===== config.mk =====
export PLATFORM = sky130hd
export DESIGN_NAME = adc_conversion_control
export DESIGN_NICKNAME = d
export VERILOG_FILES = /design/src/adc_pkg.sv /design/src/adc_conversion_control.sv /design/src/adc_tad_gen.sv
export SDC_FILE = /design/constraint.sdc
export NUM_CORES = 1
export LEC_CHECK = 0
export BUFFER_PORTS_ARGS = -buffer_cell sky130_fd_sc_hd__buf_2
export CAP_MARGIN = 0
export CORE_AREA = 5 5 134 136
export DETAILED_ROUTE_END_ITERATION = 7
export DIE_AREA = 0 0 139 141
export PLACE_DENSITY_LB_ADDON = 0.3
export SLEW_MARGIN = 20
export SYNTH_ARGS = -nofsm -noshare
export SYNTH_HDL_FRONTEND = slang
export SYNTH_SLANG_ARGS = --single-unit

===== constraint.sdc =====
create_clock -name mclk -period 6.8 [get_ports mclk]
set_input_delay 0.34 -clock mclk [delete_from_list [all_inputs] [get_ports mclk]]
set_output_delay 0.34 -clock mclk [all_outputs]
set_load 0.05 [all_outputs]

===== src/adc_pkg.sv =====
package adc_pkg;
  // Register byte offsets
  localparam logic [7:0] OFF_PRIMARY   = 8'h00;
  localparam logic [7:0] OFF_SECONDARY = 8'h04;
  localparam logic [7:0] OFF_RESULT    = 8'h08;
  localparam logic [7:0] OFF_STATUS    = 8'h0C;
  // Primary control fields
  localparam int PRI_EN_BIT  = 0;
  localparam int PRI_GO_BIT  = 1;
  localparam int PRI_CHS_LSB = 2;
  // Secondary control field
  localparam int SEC_CS_LSB  = 4;
  // Status register fields
  localparam int STA_FLAG_BIT  = 0;
  localparam int STA_IE_BIT    = 1;
  localparam int STA_PWR_BIT   = 2;
  localparam int STA_BUSY_BIT  = 3;
  // Channel codes
  localparam logic [3:0] CHS_LAST_PIN = 4'h000B;
  localparam logic [3:0] CHS_TEMP     = 4'h000E;
  localparam logic [3:0] CHS_FVR      = 4'h000F;
  // Conversion clock codes, low two bits set selects RC
  localparam logic [1:0] CS_RC_LOW    = 2'h3;
  // Reset values
  localparam logic [7:0] RESULT_RST   = 8'h0000;
  localparam logic [2:0] CS_RST       = 3'h0;
  // Conversion timing
  localparam int BITS           = 8;
  localparam int TAD_PER_CONV   = 10;
  localparam int CLK_PERIOD_NS  = 8;
  localparam int INSTR_CYCLE_NS = 32;
  localparam int INSTR_CLKS =
    (INSTR_CYCLE_NS + CLK_PERIOD_NS - 1) / CLK_PERIOD_NS;
  // Bus responses
  localparam logic [1:0] RESP_OKAY   = 2'h0;
  localparam logic [1:0] RESP_SLVERR = 2'h2;
  // Primary control register contents
  typedef struct packed {
    logic [3:0] channel_select_field;
    logic       go;
    logic       en;
  } adc_primary_t;
  // Sequencer states
  typedef enum logic [1:0] {ST_IDLE, ST_DELAY, ST_RUN} adc_state_t;
endpackage


===== src/adc_conversion_control.sv =====
`timescale 1ns/1ps
// Notes on behaviour
// RULE1 - Sleep conversion continues only on RC clock
// RULE2 - RC clock start waits one instruction
// RULE3 - Completion wakes device when interrupt enabled
// RULE4 - Sleep done, interrupt off: power down
// RULE5 - Sleep on system clock aborts, powers down
// RULE6 - Special trigger starts conversion, clears timer
// RULE7 - Software ensures timing for triggered starts
// RULE8 - Software configures clock, channel, enable first
// RULE9 - Software waits acquisition time before start
// RULE10 - Software polls start bit or interrupt
// RULE11 - Software clears complete flag after read
// RULE12 - Software may keep global interrupts off
// RULE13 - Top two control bits read zero
// RULE14 - Channel codes select pins, temperature, reference
// RULE15 - Start bit starts, reads busy, self-clears
// RULE16 - Enable bit powers converter
// RULE17 - Completion clears start, sets flag, stores
// RULE18 - Abort stores partial, fills from last bit
// RULE19 - Conversion takes ten conversion periods
// RULE20 - Clock code selects divider or RC
// RULE21 - Unassigned channel codes select nothing
// RULE22 - Reset clears control register
module adc_conversion_control (
  // Clock and reset
  input  wire logic        mclk,
  input  wire logic        reset_n,
  // AXI4-Lite write address
  input  wire logic [7:0]  awaddr,
  input  wire logic        awvalid,
  output logic             awready,
  // AXI4-Lite write data
  input  wire logic [31:0] wdata,
  input  wire logic [3:0]  wstrb,
  input  wire logic        wvalid,
  output logic             wready,
  // AXI4-Lite write response
  output logic [1:0]       bresp,
  output logic             bvalid,
  input  wire logic        bready,
  // AXI4-Lite read
  input  wire logic [7:0]  araddr,
  input  wire logic        arvalid,
  output logic             arready,
  output logic [31:0]      rdata,
  output logic [1:0]       rresp,
  output logic             rvalid,
  input  wire logic        rready,
  // Device and trigger events
  input  wire logic        sleepReq,
  input  wire logic        specialTrig,
  input  wire logic        rcTick,
  // Analog front end
  input  wire logic        compIn,
  output logic [7:0]       dacCode,
  output logic             sampleHold,
  output logic [13:0]      channelOn,
  output logic             converterOn,
  // System outputs
  output logic             completeFlag,
  output logic             wakeReq,
  output logic             timerClear
);
  adc_pkg::adc_primary_t primaryQ;      // Primary control
  logic [2:0]            clkSelQ;       // Conversion clock code
  logic [7:0]            resultQ;       // Conversion result
  logic                  flagQ;         // Conversion complete
  logic                  intEnQ;        // Complete interrupt enable
  logic                  sleepOffQ;     // Powered down after sleep
  adc_pkg::adc_state_t   stateQ;        // Sequencer state
  logic [2:0]            delayCntQ;     // Start delay counter
  logic [3:0]            tadCntQ;       // Periods elapsed
  logic [7:0]            sarQ;          // Approximation register
  logic [3:0]            bitsDoneQ;     // Bits resolved so far
  logic                  awHeldQ;       // Write address captured
  logic [7:0]            awAddrQ;       // Captured write address
  logic                  wHeldQ;        // Write data captured
  logic [31:0]           wDataQ;        // Captured write data
  logic                  wLaneQ;        // Low byte lane enabled
  logic                  tadTick;       // Conversion period pulse
  logic                  rcSel;         // RC clock chosen
  logic                  wrEn;          // Register write this cycle
  logic                  priWr;         // Primary register write
  logic                  busy;          // Sequencer not idle
  logic                  done;          // Conversion finishes
  logic                  sleepAbort;    // Sleep aborts conversion
  logic                  swAbort;       // Software clears start
  logic                  disAbort;      // Enable cleared mid-run
  logic [7:0]            partial;       // Filled partial result
  logic                  chanValid;     // Channel code assigned

  // Conversion period generator
  adc_tad_gen u_tad (
    .mclk    (mclk),
    .reset_n (reset_n),
    .clear   (stateQ != adc_pkg::ST_RUN),
    .clkSel  (clkSelQ),
    .rcTick  (rcTick),
    .tadTick (tadTick)
  );

  // Event decode
  always_comb begin
    rcSel      = (clkSelQ[1:0] == adc_pkg::CS_RC_LOW); // RULE20
    wrEn       = awHeldQ && wHeldQ && !bvalid;
    priWr      = wrEn && wLaneQ && (awAddrQ == adc_pkg::OFF_PRIMARY);
    busy       = (stateQ != adc_pkg::ST_IDLE);
    done       = (stateQ == adc_pkg::ST_RUN) && tadTick &&
                 (tadCntQ == 4'(adc_pkg::TAD_PER_CONV - 1)); // RULE19
    sleepAbort = busy && sleepReq && !rcSel; // RULE1 RULE5
    swAbort    = busy && priWr && !wDataQ[adc_pkg::PRI_GO_BIT];
    disAbort   = busy && priWr && !wDataQ[adc_pkg::PRI_EN_BIT];
  end

  // Partial result, unresolved bits copy the last one
  always_comb begin
    partial = sarQ;
    for (int i = 0; i < adc_pkg::BITS; i++) begin
      if (i < adc_pkg::BITS - int'(bitsDoneQ)) begin
        partial[i] = (bitsDoneQ == 4'h0) ? 1'b0 :
                     sarQ[adc_pkg::BITS - int'(bitsDoneQ)]; // RULE18
      end
    end
  end

  // Write address and data capture, either order
  always_ff @(posedge mclk or negedge reset_n) begin
    if (!reset_n) begin
      awHeldQ <= 1'b0;
      awAddrQ <= 8'h00;
      wHeldQ  <= 1'b0;
      wDataQ  <= 32'h0000_0000;
      wLaneQ  <= 1'b0;
    end else begin
      if (awvalid && awready) begin
        awHeldQ <= 1'b1;
        awAddrQ <= awaddr;
      end else if (wrEn) begin
        awHeldQ <= 1'b0;
      end
      if (wvalid && wready) begin
        wHeldQ <= 1'b1;
        wDataQ <= wdata;
        wLaneQ <= wstrb[0];
      end else if (wrEn) begin
        wHeldQ <= 1'b0;
      end
    end
  end

  // Write response, error for unmapped offsets
  always_ff @(posedge mclk or negedge reset_n) begin
    if (!reset_n) begin
      bvalid <= 1'b0;
      bresp  <= adc_pkg::RESP_OKAY;
    end else if (wrEn) begin
      bvalid <= 1'b1;
      bresp  <= (awAddrQ > adc_pkg::OFF_STATUS || awAddrQ[1:0] != 2'h0)
                ? adc_pkg::RESP_SLVERR : adc_pkg::RESP_OKAY;
    end else if (bready) begin
      bvalid <= 1'b0;
    end
  end

  // Read data and response
  always_ff @(posedge mclk or negedge reset_n) begin
    if (!reset_n) begin
      rvalid <= 1'b0;
      rdata  <= 32'h0000_0000;
      rresp  <= adc_pkg::RESP_OKAY;
    end else if (arvalid && arready) begin
      rvalid <= 1'b1;
      rresp  <= adc_pkg::RESP_OKAY;
      case (araddr)
        adc_pkg::OFF_PRIMARY:   rdata <= {26'h0, primaryQ}; // RULE13
        adc_pkg::OFF_SECONDARY: rdata <= {25'h0, clkSelQ, 4'h0};
        adc_pkg::OFF_RESULT:    rdata <= {24'h0, resultQ};
        adc_pkg::OFF_STATUS:
          rdata <= {28'h0, busy, converterOn, intEnQ, flagQ};
        default: begin
          rdata <= 32'h0000_0000;
          rresp <= adc_pkg::RESP_SLVERR;
        end
      endcase
    end else if (rready) begin
      rvalid <= 1'b0;
    end
  end

  // Handshake readies
  always_comb begin
    awready = !awHeldQ;
    wready  = !wHeldQ;
    arready = !rvalid;
  end

  // Primary control register
  always_ff @(posedge mclk or negedge reset_n) begin
    if (!reset_n) begin
      primaryQ <= '0; // RULE22
    end else begin
      if (priWr) begin
        primaryQ.channel_select_field <= wDataQ[adc_pkg::PRI_CHS_LSB +: 4];
        primaryQ.en  <= wDataQ[adc_pkg::PRI_EN_BIT]; // RULE16
        // Start only when enabled; write of zero aborts
        primaryQ.go  <= wDataQ[adc_pkg::PRI_GO_BIT] &&
                        wDataQ[adc_pkg::PRI_EN_BIT]; // RULE15
      end else if (done || sleepAbort) begin
        primaryQ.go  <= 1'b0; // RULE15 RULE17 RULE5
      end
      // Hardware trigger sets start, wins over clears
      if (specialTrig && primaryQ.en && !busy) begin
        primaryQ.go  <= 1'b1; // RULE6
      end
    end
  end

  // Secondary register and interrupt enable
  always_ff @(posedge mclk or negedge reset_n) begin
    if (!reset_n) begin
      clkSelQ <= adc_pkg::CS_RST;
      intEnQ  <= 1'b0;
    end else if (wrEn && wLaneQ) begin
      if (awAddrQ == adc_pkg::OFF_SECONDARY) begin
        clkSelQ <= wDataQ[adc_pkg::SEC_CS_LSB +: 3]; // RULE20
      end
      if (awAddrQ == adc_pkg::OFF_STATUS) begin
        intEnQ <= wDataQ[adc_pkg::STA_IE_BIT];
      end
    end
  end

  // Complete flag, write zero clears, set wins
  always_ff @(posedge mclk or negedge reset_n) begin
    if (!reset_n) begin
      flagQ <= 1'b0;
    end else if (done) begin
      flagQ <= 1'b1; // RULE17
    end else if (wrEn && wLaneQ && awAddrQ == adc_pkg::OFF_STATUS &&
                 !wDataQ[adc_pkg::STA_FLAG_BIT]) begin
      flagQ <= 1'b0;
    end
  end

  // Result register, hardware update wins over bus
  always_ff @(posedge mclk or negedge reset_n) begin
    if (!reset_n) begin
      resultQ <= adc_pkg::RESULT_RST;
    end else if (done) begin
      resultQ <= sarQ; // RULE17
    end else if (swAbort && stateQ == adc_pkg::ST_RUN) begin
      resultQ <= partial; // RULE18
    end else if (wrEn && wLaneQ && awAddrQ == adc_pkg::OFF_RESULT) begin
      resultQ <= wDataQ[7:0];
    end
  end

  // Conversion sequencer
  always_ff @(posedge mclk or negedge reset_n) begin
    if (!reset_n) begin
      stateQ    <= adc_pkg::ST_IDLE;
      delayCntQ <= 3'h0;
      tadCntQ   <= 4'h0;
      sarQ      <= 8'h00;
      bitsDoneQ <= 4'h0;
    end else if (swAbort || disAbort || sleepAbort) begin
      stateQ <= adc_pkg::ST_IDLE; // RULE5
    end else begin
      case (stateQ)
        adc_pkg::ST_IDLE: begin
          delayCntQ <= 3'h0;
          tadCntQ   <= 4'h0;
          bitsDoneQ <= 4'h0;
          sarQ      <= 8'h80;
          if (primaryQ.go) begin
            // RC start leaves room for the sleep instruction
            stateQ <= rcSel ? adc_pkg::ST_DELAY
                            : adc_pkg::ST_RUN; // RULE2
          end
        end
        adc_pkg::ST_DELAY: begin
          delayCntQ <= delayCntQ + 3'h1;
          if (delayCntQ == 3'(adc_pkg::INSTR_CLKS - 1)) begin
            stateQ <= adc_pkg::ST_RUN; // RULE2
          end
        end
        adc_pkg::ST_RUN: begin
          if (tadTick) begin
            tadCntQ <= tadCntQ + 4'h1; // RULE19
            // Periods one to eight each resolve one bit
            if (tadCntQ >= 4'h1 && tadCntQ <= 4'(adc_pkg::BITS)) begin
              for (int i = 0; i < adc_pkg::BITS; i++) begin
                if (i == adc_pkg::BITS - int'(tadCntQ)) begin
                  sarQ[i] <= compIn;
                  if (i > 0) begin
                    sarQ[i-1] <= 1'b1;
                  end
                end
              end
              bitsDoneQ <= tadCntQ;
            end
            if (done) begin
              stateQ <= adc_pkg::ST_IDLE;
            end
          end
        end
        default: stateQ <= adc_pkg::ST_IDLE;
      endcase
    end
  end

  // Sleep power down and wake pulse
  always_ff @(posedge mclk or negedge reset_n) begin
    if (!reset_n) begin
      sleepOffQ <= 1'b0;
      wakeReq   <= 1'b0;
    end else begin
      wakeReq <= done && sleepReq && intEnQ; // RULE3
      if (done && sleepReq && !intEnQ) begin
        sleepOffQ <= 1'b1; // RULE4
      end else if (!sleepReq) begin
        sleepOffQ <= 1'b0;
      end
    end
  end

  // Timer clear pulse on special trigger
  always_ff @(posedge mclk or negedge reset_n) begin
    if (!reset_n) begin
      timerClear <= 1'b0;
    end else begin
      timerClear <= specialTrig && primaryQ.en && !busy; // RULE6
    end
  end

  // Analog outputs and channel routing
  always_comb begin
    converterOn = primaryQ.en && !sleepOffQ &&
                  !(sleepReq && !rcSel); // RULE16 RULE4 RULE5
    chanValid   = (primaryQ.channel_select_field <= adc_pkg::CHS_LAST_PIN) ||
                  (primaryQ.channel_select_field == adc_pkg::CHS_TEMP) ||
                  (primaryQ.channel_select_field == adc_pkg::CHS_FVR); // RULE21
    channelOn   = 14'h0000;
    if (converterOn && chanValid) begin
      // Bits 0-11 pins, 12 temperature, 13 reference
      if (primaryQ.channel_select_field <= adc_pkg::CHS_LAST_PIN) begin
        channelOn[primaryQ.channel_select_field] = 1'b1; // RULE14
      end else begin
        channelOn[{3'h6, primaryQ.channel_select_field[0]}] = 1'b1; // RULE14
      end
    end
    sampleHold   = (stateQ == adc_pkg::ST_RUN);
    dacCode      = sarQ;
    completeFlag = flagQ;
  end
endmodule


===== src/adc_tad_gen.sv =====
`timescale 1ns/1ps
module adc_tad_gen (
  // Clock and reset
  input  wire logic       mclk,
  input  wire logic       reset_n,
  // Control
  input  wire logic       clear,
  input  wire logic [2:0] clkSel,
  input  wire logic       rcTick,
  // Conversion period tick
  output logic            tadTick
);
  logic [5:0] divCntQ;  // System clock divider
  logic [5:0] divLast;  // Terminal count for the code
  logic       rcSel;    // Dedicated oscillator chosen

  // Terminal count per clock code
  always_comb begin
    rcSel = (clkSel[1:0] == adc_pkg::CS_RC_LOW);
    case (clkSel)
      3'h0:    divLast = 6'h01;
      3'h4:    divLast = 6'h03;
      3'h1:    divLast = 6'h07;
      3'h5:    divLast = 6'h0F;
      3'h2:    divLast = 6'h1F;
      3'h6:    divLast = 6'h3F;
      default: divLast = 6'h3F;
    endcase
  end

  // Divider counter, restarted while clear is high
  always_ff @(posedge mclk or negedge reset_n) begin
    if (!reset_n) begin
      divCntQ <= 6'h00;
    end else if (clear || divCntQ == divLast) begin
      divCntQ <= 6'h00;
    end else begin
      divCntQ <= divCntQ + 6'h01;
    end
  end

  // One pulse per conversion period
  always_ff @(posedge mclk or negedge reset_n) begin
    if (!reset_n) begin
      tadTick <= 1'b0;
    end else if (clear) begin
      tadTick <= 1'b0;
    end else if (rcSel) begin
      tadTick <= rcTick;
    end else begin
      tadTick <= (divCntQ == divLast);
    end
  end
endmodule


==> flow_summary.yaml <==
synth:
  yosys.area_share.adder_pct: 2.81
  syn_avg_cell_area_um2: 9.18
  ys_types: 67
  synthMuxAreaShare_pct: 10.6
  yosysSeqAreaShare_pct: 41.3
  synth_top_family_by_area: "simple AND/OR/NAND/NOR gates"
  yosys_warnings: 0
  syn_area_um2: 4900
  synth_ff_type: "dfrtp_1"
  ys_ff_latch: 81
  synth-edff-count: 0
  synth-xor-area-share_pct: 1.25
  synth-compound-area-share_pct: 15.8
  yosys.area_share.simple_pct: 19.4
  async_flop_share_pct: 100
  syn_inst: 534
drt:
  vias_per_cell: 4.94
  wl_mm: 12.7
  wl_per_cell_um: 15.5
  highest_layer: "met4"
  vias: 4059
  met1Wirelength_mm: 5.54
  drc: 0
  first_iter_violations: 244
  firstDrtPassIters: 5
  ant_nets: 0
  met2_length_mm: 6.21
  met3WireLength_um: 789
global_routing:
  grt_pass1_wl_mm: 20.8
  grt_overflow: 0
  grt_pass1_vias: 3979
  grt_start_max_net_pins: 82
  grt.total_usage_pct: 13.1
  antenna_found_initial: 0
clocking:
  cts_hold_buf: 0
  clk-insertion-delay-late_ps: 340
  postCtsSetupBuffers: 0
  cts_resized: 0
  clkTransAtPathRegs_ps: 60
  cts_buffers: 9
  cts_root_buffer: "clkbuf_16"
  ctsHtreeMaxLevel: 3
  cts_tree: "done"
  cts_sinks: 81
  clk_path_buf_depth: 2
worst_setup_path:
  path_max_fanout: 17
  arrival_ps: 3240
  critPathKind: "reg -> reg"
  startpoint_type: "flop"
  crit_required_ps: 6990
  endpoint_kind: "flop"
timing:
  tightest_slew_ps: 1110
  fin_crit_sh_pct: 44.9
  setup_viol: 0
  finalCriticalPeriod_ps: 3050
  relSlewSlack_pct: 25.8
  rsz0062_at_grt: "no"
  slew_viol_final: 0
  fmax_mhz: 327
  setup_tns_ps: 0
  hold_viol: 0
  finClkSkew_ps: 7.96
final_layout:
  final_common_cell: "dfrtp_1"
  area_growth_pct: 15.5
  n_antenna_cell: 0
  layout.nets: 667
  final_cell_mix: "81 x dfrtp_1, 76 x buf_2, 50 x nor2_1, 48 x nand2_1"
  final_design_area_no_fill_um2: 5660
  final_util_pct: 33.7
  fillers: 1766
  layoutNonFillerInstCount: 822
  drive_above_1_share_pct: 22.6
placement:
  place_congestion: 0.885
  dp_hpwl_mm: 9.58
  dpl.cell_count: 807
  placed_area_um2: 5340
  port_buffers: 77
pwr:
  powerDensity_nw_per_um2: 330
  vdd_ir_drop_max_mv: 0.135
  leakage_uw: 0.00260
  p_total_uw: 1870
min_path:
  hp-class: "in -> async"
die:
  die_h_um: 141
  start_util_pct: 29.2
  io_pins: 131
  die_w_um: 139
  rows: 48
  core_um2: 16800
  die_area_um2: 19600
run:
  maxCapViolCount: 0
status:
  status: "finished, final reports clean"
[final timing paths]
check | cells after the start | to | slack, ps | start
worst max-delay path | 8 | resultQ[4]$_DFFE_PN0P_ | 3750 | bitsDoneQ[0]$_DFFE_PN0P_
worst min-delay path | 1 | awAddrQ[1]$_DFFE_PN0P_ | 20 | reset_n
worst max register to register | 8 | resultQ[4]$_DFFE_PN0P_ | 3750 | bitsDoneQ[0]$_DFFE_PN0P_
worst min register to register | 2 | rdata[6]$_DFFE_PN0P_ | 470 | rdata[6]$_DFFE_PN0P_
max in group asynchronous | 1 | primaryQ[1]$_DFFE_PN0P_ | 6230 | reset_n
min in group mclk | 2 | rvalid$_DFFE_PN0P_ | 190 | rready
[metrics by stage]
stage | hold WS (ps) | setup slack (ps)
6_report | 23.0 | 3750
5_1_grt | 110 | 3440
4_1_cts | 177 | 3740
3_5_place_dp | 459 | 3790
3_3_place_gp | 456 | 3800
2_1_floorplan | 44.4 | 3220
[registers in the layout, indices dropped and copies added, names as in the netlist, 3 cells and up]
name and flops:
awAddrQ 8, bitsDoneQ 4, clkSelQ 3, dacCode 8
delayCntQ 3, primaryQ 6, rdata 8, resultQ 8
tadCntQ 4, u_tad.divCntQ 6, wDataQ 8
[Yosys cell counts, drive strengths merged (3+ instances only)]
cell type	n	area, µm²
a21o	5	37.5
a21oi	27	135
a22o	3	26.3
a22oi	6	45.0
a31oi	5	31.3
and2	4	25.0
and3	8	50.1
and4	3	26.3
buf	35	256
clkbuf	20	75.1
dfrtp	81	2030
ha	11	138
inv	25	93.8
mux2	36	424
mux2i	5	50.1
nand2	48	180
nand2b	8	50.1
nand3	23	115
nand3b	5	37.5
nand4	4	25.0
nor2	50	188
nor2b	6	37.5
nor3	9	45.0
o211ai	4	30.0
o21a	4	30.0
o21ai	37	189
o22ai	4	25.0
o31ai	3	22.5
o41ai	4	35.0
or2	4	25.0
or3	5	31.3
xnor2	4	35.0
xor2	3	26.3
[layout make-up]
class                           count  area [µm²]  area share, %
Clock buffer                       10         239           4.22
Inverter                           25        93.8           1.66
Tap cell                          225         282           4.97
Clock inverter                      5        80.1           1.41
Timing Repair Buffer               78         399           7.05
Sequential cell                    81        2030           35.8
Multi-Input combinational cell    398        2540           44.9
[routing by layer]
metal  vias to the layer above  GRT usage (%)
li1                       1963              -
met4                         0           4.84
met1                      1964           16.8
met2                       119           21.5
met3                        13           3.26
met5                         -              0
[power breakdown]
group          internal (µW)  switching, µW  leakage, µW  total (µW)
clock                    329            192     0.000151         521
combinational            236            395      0.00139         631
sequential               585            132      0.00106         717
total                   1150            719      0.00260        1870
[worst max-delay path, cell delays in order, from the launching register on]
cell and delay (ps):
dfrtp_1 740, inv_1 130, ha_1 530, mux4_2 340, nor2b_1 160, o32ai_1 500, nand3_1 190, o22ai_1 240
a31oi_1 70
[logic make-up after synthesis]
family                   count (synthesis)
flip-flops                              81
AO/OA/AOI/OAI                          121
adder cells (fa/ha/maj)                 11
buffers and inverters                   80
other                                    1
XOR/XNOR                                 7
AND/OR/NAND/NOR                        190
multiplexers                            43
Note: power is estimated with default switching activity, not from simulation.
